**config.mk**
```make
export PLATFORM = sky130hd
export DESIGN_NAME = aom_core
export DESIGN_NICKNAME = d
export VERILOG_FILES = /design/src/hdl/aom_pkg.sv /design/src/hdl/aom_core.sv /design/src/hdl/aom_pipe.sv
export SDC_FILE = /design/constraint.sdc
export NUM_CORES = 1
export LEC_CHECK = 0
export BUFFER_PORTS_ARGS = -buffer_cell sky130_fd_sc_hd__buf_2
export CORE_ASPECT_RATIO = 1.75
export CORE_MARGIN = 2
export CORE_UTILIZATION = 51
export DETAILED_ROUTE_END_ITERATION = 7
export PLACE_DENSITY = 0.68
export SLEW_MARGIN = 20
export SYNTH_ARGS = -nofsm -noshare
export SYNTH_HDL_FRONTEND = slang
export SYNTH_SLANG_ARGS = --single-unit
export TNS_END_PERCENT = 50
```
**constraint.sdc**
```tcl
create_clock -name clk -period 6.8 [get_ports clk]
set_input_delay 0.34 -clock clk [delete_from_list [all_inputs] [get_ports clk]]
set_output_delay 0.34 -clock clk [all_outputs]
set_load 0.05 [all_outputs]
```
**src/hdl/aom_pkg.sv**
```systemverilog
// shared constants, types and carriers for the converter output and mode control
package aom_pkg;

	// ****************************************
	// data path
	// ****************************************
	localparam int                 AOM_WORD_W     = 14;
	localparam int                 AOM_AIN_W      = 16;
	localparam int                 AOM_PIPE_STAGES = 6;
	localparam logic [13:0]        AOM_CODE_MAX   = 14'h3fff;
	localparam logic [13:0]        AOM_CODE_MIN   = 14'h0000;
	localparam logic [13:0]        AOM_CODE_MID   = 14'h2000;
	localparam logic [13:0]        AOM_TWOS_MAX   = 14'h1fff;
	localparam logic [13:0]        AOM_TWOS_MIN   = 14'h2000;
	localparam logic [15:0]        AOM_OB_BIAS    = 16'h2000;
	localparam logic signed [15:0] AOM_AIN_MAX    = 16'sh1fff;
	localparam logic signed [15:0] AOM_AIN_MIN    = 16'she000;

	// ****************************************
	// timing
	// ****************************************
	localparam int AOM_CLK_PERIOD_NS   = 4;
	localparam int AOM_DCS_LOCK_CYCLES = 100;
	localparam int AOM_NAP_WAKE_CYCLES = 100;
	localparam int AOM_SLEEP_WAKE_MS   = 2;
	localparam int AOM_SLEEP_WAKE_CYC  = AOM_SLEEP_WAKE_MS * 1000000 / AOM_CLK_PERIOD_NS;
	localparam int AOM_CLK_STOP_NS     = 10000;
	localparam int AOM_CLK_STOP_CYC    = AOM_CLK_STOP_NS / AOM_CLK_PERIOD_NS;

	// ****************************************
	// register map
	// ****************************************
	localparam logic [11:0] AOM_REG_CTRL   = 12'h000;
	localparam logic [11:0] AOM_REG_STATUS = 12'h004;
	localparam logic [11:0] AOM_REG_SAMPLE = 12'h008;
	localparam logic [11:0] AOM_REG_COUNT  = 12'h00c;
	localparam logic [31:0] AOM_CTRL_RST   = 32'h0000_0000;
	localparam int          AOM_CTRL_OVR_EN   = 0;
	localparam int          AOM_CTRL_OVR_TWOS = 1;
	localparam int          AOM_STAT_STATE    = 0;
	localparam int          AOM_STAT_TWOS     = 2;
	localparam int          AOM_STAT_STAB     = 3;
	localparam int          AOM_STAT_LOCKED   = 4;
	localparam int          AOM_STAT_VALID    = 5;
	localparam int          AOM_STAT_PHASE    = 6;

	typedef enum logic [1:0] {
		AOM_STRAP_GND   = 2'b00,
		AOM_STRAP_THIRD = 2'b01,
		AOM_STRAP_TWO3  = 2'b10,
		AOM_STRAP_VDD   = 2'b11
	} aom_strap_e;

	typedef enum logic [1:0] {
		AOM_ST_RUN   = 2'b00,
		AOM_ST_NAP   = 2'b01,
		AOM_ST_SLEEP = 2'b10,
		AOM_ST_WAKE  = 2'b11
	} aom_state_e;

	typedef struct packed {
		logic        psel;
		logic        penable;
		logic        pwrite;
		logic [11:0] paddr;
		logic [31:0] pwdata;
	} aom_apb_req_s;

	typedef struct packed {
		logic [31:0] prdata;
		logic        pready;
		logic        pslverr;
	} aom_apb_rsp_s;

endpackage

```
**src/hdl/aom_core.sv**
```systemverilog
// converter output word, format strap, stabilizer, tri-state and power states
//
// Design decisions made here: register access over APB and the address map.
`timescale 1ns/10ps

module aom_core #(
	parameter int SLEEP_WAKE_CYC = aom_pkg::AOM_SLEEP_WAKE_CYC,
	parameter int CLK_STOP_CYC   = aom_pkg::AOM_CLK_STOP_CYC
) (
	// clock and reset
	input  wire logic                  clk,
	input  wire logic                  reset,
	// register bus
	input  wire aom_pkg::aom_apb_req_s apb_req,
	output aom_pkg::aom_apb_rsp_s      apb_rsp,
	// converter pins in
	input  wire logic                  sample_clk,
	input  wire logic [15:0]           analog_code,
	input  wire logic [1:0]            mode_strap,
	input  wire logic                  oe_n,
	input  wire logic                  power_down_pin,
	// converter pins out
	output logic [13:0]                conversion_word,
	output logic                       conversion_word_oe,
	output logic                       overrange_flag,
	output logic                       overrange_flag_oe,
	output logic                       data_valid,
	output logic                       hold_phase
);
	import aom_pkg::*;

	typedef struct packed {
		logic        sclk_s1;
		logic        sclk_s2;
		logic        sclk_d;
		logic        oen_s1;
		logic        oen_s2;
		logic        pd_s1;
		logic        pd_s2;
		logic [1:0]  mode_s1;
		logic [1:0]  mode_s2;
		logic [15:0] ain_s1;
		logic [15:0] ain_s2;
		aom_state_e  st;
		logic        wake_slow;
		logic [19:0] wake_cnt;
		logic [11:0] gap_cnt;
		logic [11:0] period;
		logic        int_clk;
		logic        locked;
		logic [6:0]  lock_cnt;
		logic [2:0]  fill;
		logic        out_en;
		logic        valid;
		logic [31:0] ctrl;
		logic [31:0] smp_cnt;
		logic        ack;
		logic        err;
		logic [31:0] rdata;
	} aom_core_state_s;

	aom_core_state_s s;
	aom_core_state_s next_s;

	logic        rise;
	logic        shift;
	logic        stab_on;
	logic        twos_fmt;
	logic        over_hi;
	logic        over_lo;
	logic [15:0] biased;
	logic [13:0] ob_code;
	logic [13:0] conv_word;
	logic [14:0] pipe_out;
	logic        low_power;
	logic        access;

	// ****************************************
	// strap decode and conversion
	// ****************************************
	assign rise      = s.sclk_s2 & ~s.sclk_d;
	assign low_power = (s.st == AOM_ST_NAP) || (s.st == AOM_ST_SLEEP);
	assign shift     = rise & ~low_power;
	assign stab_on   = (s.mode_s2 == AOM_STRAP_THIRD) || (s.mode_s2 == AOM_STRAP_TWO3);
	assign twos_fmt  = s.ctrl[AOM_CTRL_OVR_EN] ? s.ctrl[AOM_CTRL_OVR_TWOS] : s.mode_s2[1];

	assign over_hi = $signed(s.ain_s2) > AOM_AIN_MAX;
	assign over_lo = $signed(s.ain_s2) < AOM_AIN_MIN;
	assign biased  = s.ain_s2 + AOM_OB_BIAS;

	always_comb begin
		if (over_hi) begin
			ob_code = AOM_CODE_MAX;
		end else if (over_lo) begin
			ob_code = AOM_CODE_MIN;
		end else begin
			ob_code = biased[13:0];
		end
		conv_word = twos_fmt ? {~ob_code[13], ob_code[12:0]} : ob_code;
	end

	// six edges between hold and output
	aom_pipe #(
		.WIDTH (15),
		.DEPTH (AOM_PIPE_STAGES)
	) u_pipe (
		.clk   (clk),
		.reset (reset),
		.shift (shift),
		.din   ({over_hi | over_lo, conv_word}),
		.dout  (pipe_out)
	);

	assign access = apb_req.psel & apb_req.penable;

	// ****************************************
	// next state
	// ****************************************
	always_comb begin
		next_s = s;
		next_s.sclk_s1 = sample_clk;
		next_s.sclk_s2 = s.sclk_s1;
		next_s.sclk_d  = s.sclk_s2;
		next_s.oen_s1  = oe_n;
		next_s.oen_s2  = s.oen_s1;
		next_s.pd_s1   = power_down_pin;
		next_s.pd_s2   = s.pd_s1;
		next_s.mode_s1 = mode_strap;
		next_s.mode_s2 = s.mode_s1;
		next_s.ain_s1  = analog_code;
		next_s.ain_s2  = s.ain_s1;

		// period measure and internal half-period fall
		if (rise) begin
			next_s.gap_cnt = 12'h000;
			next_s.period  = 12'(s.gap_cnt + 12'h001);
			next_s.int_clk = 1'b1;
		end else begin
			if (s.gap_cnt != 12'(CLK_STOP_CYC)) begin
				next_s.gap_cnt = 12'(s.gap_cnt + 12'h001);
			end
			if (!stab_on) begin
				next_s.int_clk = s.sclk_s2;
			end else if (12'(s.gap_cnt + 12'h001) >= (s.period >> 1)) begin
				next_s.int_clk = 1'b0;
			end
		end

		// lock lost on long stop, regained after hundred edges
		if (s.gap_cnt == 12'(CLK_STOP_CYC)) begin
			next_s.locked   = 1'b0;
			next_s.lock_cnt = 7'h00;
		end else if (rise && !s.locked) begin
			if (s.lock_cnt == 7'(AOM_DCS_LOCK_CYCLES - 1)) begin
				next_s.locked = 1'b1;
			end else begin
				next_s.lock_cnt = 7'(s.lock_cnt + 7'h01);
			end
		end

		// power state machine
		case (s.st)
			AOM_ST_RUN: begin
				// sleep when output enable high as well
				if (s.pd_s2) begin
					next_s.st = s.oen_s2 ? AOM_ST_SLEEP : AOM_ST_NAP;
				end
			end
			AOM_ST_NAP: begin
				if (s.pd_s2 && s.oen_s2) begin
					next_s.st = AOM_ST_SLEEP;
				end else if (!s.pd_s2) begin
					next_s.st        = AOM_ST_WAKE;
					next_s.wake_slow = 1'b0;
					next_s.wake_cnt  = 20'(AOM_NAP_WAKE_CYCLES);
				end
			end
			AOM_ST_SLEEP: begin
				// reference was off: recovery is the long one
				if (!s.pd_s2) begin
					next_s.st        = AOM_ST_WAKE;
					next_s.wake_slow = 1'b1;
					next_s.wake_cnt  = 20'(SLEEP_WAKE_CYC);
				end
			end
			AOM_ST_WAKE: begin
				if (s.pd_s2) begin
					next_s.st = s.oen_s2 ? AOM_ST_SLEEP : AOM_ST_NAP;
				end else if (s.wake_cnt == 20'h00000) begin
					next_s.st = AOM_ST_RUN;
				end else if (s.wake_slow || rise) begin
					// nap recovery counted in converter clocks
					next_s.wake_cnt = 20'(s.wake_cnt - 20'h00001);
				end
			end
			default: begin
				next_s.st = AOM_ST_RUN;
			end
		endcase

		// pipeline fill tracking; empties across low power
		if (low_power) begin
			next_s.fill = 3'h0;
		end else if (shift && s.fill != 3'(AOM_PIPE_STAGES)) begin
			next_s.fill = 3'(s.fill + 3'h1);
		end

		// no drive in nap or sleep
		next_s.out_en = ~s.oen_s2 & ~low_power;
		next_s.valid  = (s.st == AOM_ST_RUN) && (s.locked || !stab_on)
			&& (s.fill == 3'(AOM_PIPE_STAGES));

		// ****************************************
		// register bus
		// ****************************************
		next_s.ack = 1'b0;
		if (access && !s.ack) begin
			next_s.ack   = 1'b1;
			next_s.err   = 1'b0;
			next_s.rdata = 32'h0000_0000;
			if (apb_req.paddr == AOM_REG_CTRL) begin
				next_s.rdata = s.ctrl;
			end else if (apb_req.paddr == AOM_REG_STATUS) begin
				next_s.rdata[AOM_STAT_STATE +: 2] = s.st;
				next_s.rdata[AOM_STAT_TWOS]       = twos_fmt;
				next_s.rdata[AOM_STAT_STAB]       = stab_on;
				next_s.rdata[AOM_STAT_LOCKED]     = s.locked;
				next_s.rdata[AOM_STAT_VALID]      = s.valid;
				next_s.rdata[AOM_STAT_PHASE]      = s.int_clk;
			end else if (apb_req.paddr == AOM_REG_SAMPLE) begin
				next_s.rdata[14:0] = pipe_out;
			end else if (apb_req.paddr == AOM_REG_COUNT) begin
				next_s.rdata = s.smp_cnt;
			end else begin
				next_s.err = 1'b1;
			end
		end

		// a new sample on the clearing edge still counts
		if (access && s.ack && apb_req.pwrite && !s.err
			&& apb_req.paddr == AOM_REG_COUNT) begin
			next_s.smp_cnt = {31'h0, shift & s.valid};
		end else if (shift && s.valid) begin
			next_s.smp_cnt = 32'(s.smp_cnt + 32'h1);
		end
		if (access && s.ack && apb_req.pwrite && !s.err
			&& apb_req.paddr == AOM_REG_CTRL) begin
			next_s.ctrl = {30'h0, apb_req.pwdata[1:0]};
		end
	end

	always_ff @(posedge clk) begin
		if (reset) begin
			s          <= '0;
			s.st       <= AOM_ST_RUN;
			s.ctrl     <= AOM_CTRL_RST;
			s.period   <= 12'h002;
		end else begin
			s <= next_s;
		end
	end

	// ****************************************
	// outputs
	// ****************************************
	assign conversion_word    = pipe_out[13:0];
	assign overrange_flag     = pipe_out[14];
	// word and flag share one enable
	assign conversion_word_oe = s.out_en;
	assign overrange_flag_oe  = s.out_en;
	assign data_valid         = s.valid;
	// hold while high, track while low
	assign hold_phase         = s.int_clk;
	assign apb_rsp.prdata     = s.rdata;
	assign apb_rsp.pready     = s.ack;
	assign apb_rsp.pslverr    = s.ack & s.err;
endmodule

```
**src/hdl/aom_pipe.sv**
```systemverilog
// delay line standing in for the six conversion stages
`timescale 1ns/10ps
module aom_pipe #(
	parameter int WIDTH = 15,
	parameter int DEPTH = aom_pkg::AOM_PIPE_STAGES
) (
	// clock and reset
	input  wire logic             clk,
	input  wire logic             reset,
	// stream
	input  wire logic             shift,
	input  wire logic [WIDTH-1:0] din,
	output logic      [WIDTH-1:0] dout
);
	import aom_pkg::*;

	typedef struct packed {
		logic [DEPTH-1:0][WIDTH-1:0] stage;
	} aom_pipe_state_s;

	aom_pipe_state_s             s;
	aom_pipe_state_s             next_s;
	logic [DEPTH-1:0][WIDTH-1:0] next_stage;

	// ****************************************
	// stages
	// ****************************************
	assign next_stage[0] = shift ? din : s.stage[0];
	for (genvar i = 1; i < DEPTH; i++) begin : g_stage
		assign next_stage[i] = shift ? s.stage[i-1] : s.stage[i];
	end

	always_comb begin
		next_s       = s;
		next_s.stage = next_stage;
	end

	always_ff @(posedge clk) begin
		if (reset) begin
			s <= '0;
		end else begin
			s <= next_s;
		end
	end

	assign dout = s.stage[DEPTH-1];

endmodule

```
==> results of run 1 <==
==> flip-flops by register name, indices dropped and copies added (netlist names) <==
name and count:
data_valid 1, conversion_word_oe 1, next_s 22, u_pipe.s 75
s 113, u_pipe.dout 15, apb_rsp 33, hold_phase 1
==> critical path: cells and delay by family (launching register included) <==
kind                     cells  cell delay, ns
AO/OA/AOI/OAI                2            0.33
adder cells (fa/ha/maj)      1            0.46
buffers and inverters        2            0.77
flip-flops                   1            0.41
AND/OR/NAND/NOR              3            1.17
==> placed cells by master (no fill, tap or decap), types with 4 or more instances in the layout <==
| cell type | netlist | layout |
|---|---|---|
| a2111oi_0 | 4 | 4 |
| a211oi_1 | 10 | 10 |
| a21oi_1 | 127 | 127 |
| a22o_1 | 17 | 17 |
| a22oi_1 | 12 | 12 |
| a31oi_1 | 6 | 6 |
| and2_1 | 7 | 7 |
| and3_1 | 7 | 7 |
| buf_2 | 7 | 91 |
| buf_4 | 48 | 5 |
| clkbuf_1 | 61 | 4 |
| clkbuf_16 | 0 | 24 |
| clkbuf_8 | 0 | 5 |
| clkinv_2 | 0 | 5 |
| dfxtp_1 | 261 | 261 |
| ha_1 | 24 | 24 |
| inv_1 | 38 | 38 |
| mux2_2 | 12 | 12 |
| mux2i_1 | 15 | 15 |
| nand2_1 | 205 | 205 |
| nand2b_1 | 25 | 23 |
| nand3_1 | 35 | 35 |
| nand4_1 | 24 | 24 |
| nand4b_1 | 4 | 4 |
| nor2_1 | 93 | 92 |
| nor2b_1 | 51 | 51 |
| nor3_1 | 22 | 21 |
| nor4_1 | 9 | 9 |
| nor4b_1 | 4 | 4 |
| o21ai_0 | 22 | 22 |
| o22ai_1 | 8 | 8 |
| o32ai_1 | 8 | 8 |
| xnor2_1 | 19 | 19 |
| xor2_1 | 25 | 25 |
==> metal layers <==
layer	global-route usage	routed length (microns)	up-vias
met2	0.3431	11160	171
met1	0.2267	9075	3879
li1	-	-	4278
met5	0	0	-
met4	0.06872	615	0
met3	0.02204	820	44
==> logic make-up after synthesis <==
| kind of cell | synth area share |
|---|---|
| XOR/XNOR | 0.03510 |
| AND/OR/NAND/NOR | 0.2270 |
| flip-flops | 0.4758 |
| multiplexers | 0.03008 |
| adder cells (fa/ha/maj) | 0.02735 |
| AO/OA/AOI/OAI | 0.1328 |
| buffers and inverters | 0.07190 |
==> worst paths after layout <==
path                      end  cells past startpoint
setup / recovery        s[63]                      8
hold / removal    next_s[161]                      2
setup reg to reg        s[63]                      8
hold reg to reg        s[160]                      1
==> final cells by class <==
| type | count | area, sq um | area share |
|---|---|---|---|
| inverters | 39 | 146.4 | 0.01218 |
| well taps | 255 | 319.1 | 0.02654 |
| flip-flops and latches | 261 | 5225 | 0.4346 |
| multi-input cells | 846 | 4985 | 0.4146 |
| clock buffers | 33 | 684.4 | 0.05693 |
| clock inverters | 11 | 147.6 | 0.01228 |
| repair buffers | 98 | 515.5 | 0.04288 |
==> stage by stage <==
stage / setup WS (ns) / hold WS, ns / utilization
final: 3.455 / 0.02389 / 0.5639
after CTS: 3.448 / 0.007345 / 0.5634
after detailed placement: 3.461 / 0.4239 / 0.5244
after global placement: 3.499 / 0.4184 / 0.5242
after global routing: 3.183 / 0.02451 / 0.5639
after floorplan: 4.424 / 0.4112 / -
==> power breakdown <==
part	internal (mW)	total (mW)	leakage, nW	switching (mW)
sequential	1.60	1.66	2.12	0.0591
combinational	0.252	0.710	1.97	0.458
clock	0.823	1.39	0.410	0.568
==> results.md, run 1 <==
- Global-route wire length before repair: 36.07 mm
- Yosys top cell by area: dfxtp_1
- Clock Latency Late Sink: 0.52 ns
- CTS max path bufs: 3
- GP Congestion: 0.8181
- Crit Path Class: reg -> reg
- Final Non-Filler Cells: 1543
- Fillers: 1948
- Launching point of the worst reg2reg path: s[157]
- Most numerous cell in the Yosys netlist: dfxtp_1
- Number of vias per cell: 5.426
- Drt wl/cell: 14.04 microns
- Post-synth EDFFs: 0
- DR pass1 iterations: 4
- Setup TNS: 0 ns
- Post-synth top flop: dfxtp_1
- Worst min-delay path class: in -> reg
- Final instance area: 12020 sq um
- #FFs+latches synth: 261
- Ant. Diodes: 0
- Post-synthesis sequential area ratio: 0.4758
- Vias in the first global route: 7742
- Slew @ Worst Pin: 0.8622 ns
- Die Y: 198.1 microns
- Final hold vios: 0
- Nets: 1364
- Post-Syn Area per Cell: 8.667 sq um
- Largest cells by area after synthesis: dfxtp_1, nand2_1, a21oi_1
- Setup slack, reg-to-reg: 3.46 ns
- Max-slew violations: 0
- Core area: 21320 sq um
- Outcome: completed
- Cell count after synthesis: 1267
- Cell Area, Synth: 10980 sq um
- Critical hold path startpoint: analog_code[2]
- Fin crit share: 0.4919
- Placed Cells: 1499
- Root Buffer: clkbuf_16
- Worst-path fanout max: 86
- CP cell instances: inv_1, ha_1, nor3b_4, buf_4, nand3_1, nor4_1, a41o_1, a21oi_1
- Pleak: 4.495 nW
- Initial antenna violation count: 0
- Post-DRT Antenna Nets: 0
- IO Port Bufs: 92
- Crit-path max cell delay: 0.66 ns
- Die X: 114.9 microns
- CTS tree: yes
- # rows: 71
- Critical path endpoint category: register
- Layout Skew: 0.01363 ns
- Max-slew headroom: 0.4252
- Top cell type's share of synthesized area: 0.4758
- CTS buffer count: 24
- Layout cells sized above 1: 0.1320
- Setup repair bufs after CTS: 0
- DP HPWL: 14.49 mm
- Max_cap viols: 0
- Slowest stage cell on the critical path: buf_4
- Setup Viol. Count Final: 0
- Post-synth top cells: dfxtp_1, nand2_1, a21oi_1, nor2_1, clkbuf_1
- Unrepaired setup endpoints after global routing: no
- # clock sinks: 261
- Post-synth ARST share: 0
- Area grow syn2layout: 9.492%
- Drt initial violations: 641
- Synthesis Warnings: 0
- Maximum clock rate: 299.0 MHz
- DIE AREA: 22770 sq um
- Period minus WS final: 3.345 ns
- CTS resizes: 0
- Synthesized Nets: 1361
- Via count: 8372
- Power Total: 3.759 mW
- Total track usage: 0.1893
- Residual DRC: 0
- Startpoint types: register
- Power per cell area: 312.7 nW/um^2
- Cts hold-fix bufs: 0
- IO Pins: 123
- Clock transition at path regs: 0.06 ns
- Pin count of the biggest net entering global routing: 117
- Final wirelength: 21.67 mm
- Starting Density: 0.5150
- CP startpoint: s[157]
- Crit path DAT: 3.72 ns
- Placed inst area: 11180 sq um
- Required time worst endpoint: 7.17 ns
- CTS H-Tree Depth: 1
- Peak supply drop: 0.2657 mV
- Yosys cell types: 65
- GR Overflow Total: 0
Note: power is estimated with default switching activity, not from simulation.
==> run 2, diff against run 1 <==
PLACE_DENSITY = 0.71   (was 0.68)
clock period = 3.05 ns   (was 6.8 ns; I/O delays follow)
==> run 2 against run 1 <==
Against the previous run: clock power grew 120%; worst setup slack worse by 3.0 ns; total power up 130%; wire length increased by 4.1%; global-route usage is 0.76 points higher; maximum frequency is 31% higher; clock skew decreased by 0.0026 ns; largest power group unchanged.
==> results.md, run 2 (synthesized netlist as in run 1, its figures left out) <==
- Setup repair bufs after CTS: 0
- Commonest non-fill, non-tap cells in the layout: dfxtp_1, nand2_1, a21oi_1
- Crit-path max cell delay: 0.51 ns
- Power per cell area: 687.6 nW/um^2
- Placed inst area: 11290 sq um
- DIE AREA: 22770 sq um
- Core area: 21320 sq um
- Period minus WS final: 2.546 ns
- Startpoint types: register
- Max-slew violations: 0
- Starting Density: 0.5150
- Number of vias per cell: 5.491
- Placed Cells: 1513
- Slew @ Worst Pin: 0.7956 ns
- Final wirelength: 22.56 mm
- Residual DRC: 0
- Via count: 8682
- Crit Path Class: reg -> reg
- Global-route wire length before repair: 37.48 mm
- CTS resizes: 0
- Maximum clock rate: 392.8 MHz
- Die Y: 198.1 microns
- Drt wl/cell: 14.27 microns
- Worst setup path endpoint: s[64]
- Pleak: 4.646 nW
- CP cell instances: inv_1, ha_1, nor3b_4, nand2_1, or4_4, or4_1, a21oi_1
- Pin count of the biggest net entering global routing: 82
- Fillers: 1884
- CTS H-Tree Depth: 1
- Die X: 114.9 microns
- Drt initial violations: 570
- Initial antenna violation count: 0
- Largest register FFs: 113
- Worst min-delay path class: in -> reg
- Vias in the first global route: 8215
- Area grow syn2layout: 12.56%
- Critical path endpoint category: register
- CTS max path bufs: 3
- # clock sinks: 261
- Setup Viol. Count Final: 0
- Clock Latency Late Sink: 0.52 ns
- Max_cap viols: 0
- IO Port Bufs: 92
- Final instance area: 12360 sq um
- Launching point of the worst reg2reg path: s[157]
- Clock transition at path regs: 0.07 ns
- Required time worst endpoint: 3.49 ns
- CTS tree: yes
- GR Overflow Total: 0
- Ant. Diodes: 0
- CP startpoint: s[157]
- Fin crit share: 0.8348
- Root Buffer: clkbuf_16
- DP HPWL: 15.10 mm
- Cts hold-fix bufs: 24
- Nets: 1402
- Max-slew headroom: 0.4696
- Min-Delay Path Depth: 5
- Reg2Reg Capture Point: s[64]
- Setup TNS: 0 ns
- Critical path depth in cells: 7
- Layout cells sized above 1: 0.1365
- Reg with most FFs: s
- Final hold vios: 0
- Unrepaired setup endpoints after global routing: no
- Outcome: completed
- Final Non-Filler Cells: 1581
- Post-DRT Antenna Nets: 0
- Setup slack, reg-to-reg: 0.50 ns
- CP Buf/Inv Count: 1
- Crit path DAT: 2.99 ns
- Slowest stage cell on the critical path: or4_1
- DR pass1 iterations: 5
- CTS buffer count: 24
- Layout Skew: 0.01098 ns
- CP top delay family: simple AND/OR/NAND/NOR gates
- GP Congestion: 0.8308
- Peak supply drop: 0.4597 mV
- IO Pins: 123
- Total track usage: 0.1969
- Worst Reg-to-Reg Cells: 7
- Worst-path fanout max: 6
- Most common cell after layout, fill and taps aside: dfxtp_1
- # rows: 71
- Worst Hold Slack: 0.1405 ns
[run 2: area by class of cell]
class / instances / area [sq um] / share of cell area
clock buffer: 31 / 656.9 / 0.05315
inverter: 39 / 146.4 / 0.01184
sequential: 261 / 5225 / 0.4228
tap: 255 / 319.1 / 0.02581
clock inverter: 13 / 167.7 / 0.01357
timing repair buffer: 136 / 869.6 / 0.07036
multi-input combinational: 846 / 4975 / 0.4025
[run 2: worst min path at each step]
stage	endpoint	slack (ns)	from
final	s[32]	0.14	apb_req[45]
after global routing	apb_rsp[5]	0.20	apb_req[38]
after CTS	apb_rsp[2]	0.12	apb_req[45]
after detailed placement	next_s[162]	0.37	analog_code[3]
after global placement	next_s[173]	0.36	analog_code[14]
after floorplan	apb_rsp[1]	0.23	reset
[run 2: where the power goes]
part / internal, mW / switching [mW] / total, mW / leakage, nW
logic: 0.668 / 1.05 / 1.71 / 2.14
registers: 3.56 / 0.137 / 3.70 / 2.12
clock network: 1.79 / 1.29 / 3.08 / 0.388
total: 6.02 / 2.47 / 8.50 / 4.65
[run 2: routing by layer]
metal | vias to the layer above | global-route usage | share of wire
met4 | 0 | 0.08478 | 0.037
li1 | 4350 | - | -
met5 | - | 0 | 0
met2 | 218 | 0.3704 | 0.52
met1 | 4053 | 0.2165 | 0.40
met3 | 61 | 0.02510 | 0.037
[run 2: stage by stage]
stage	setup slack (ns)	power (mW)	utilization
finish	0.5039	8.499	0.5797
global placement	0.5832	5.406	0.5298
detailed placement	0.5624	5.435	0.5298
floorplan	0.6737	4.984	-
global route	0.2905	8.924	0.5797
CTS	0.5107	8.551	0.5797
[run 2: tightest hold or removal path, stage by stage]
cell and delay [ns]:
buf_2 0.09, nand2_1 0.08, nor2_1 0.12, nor2_1 0.11, a211oi_1 0.05
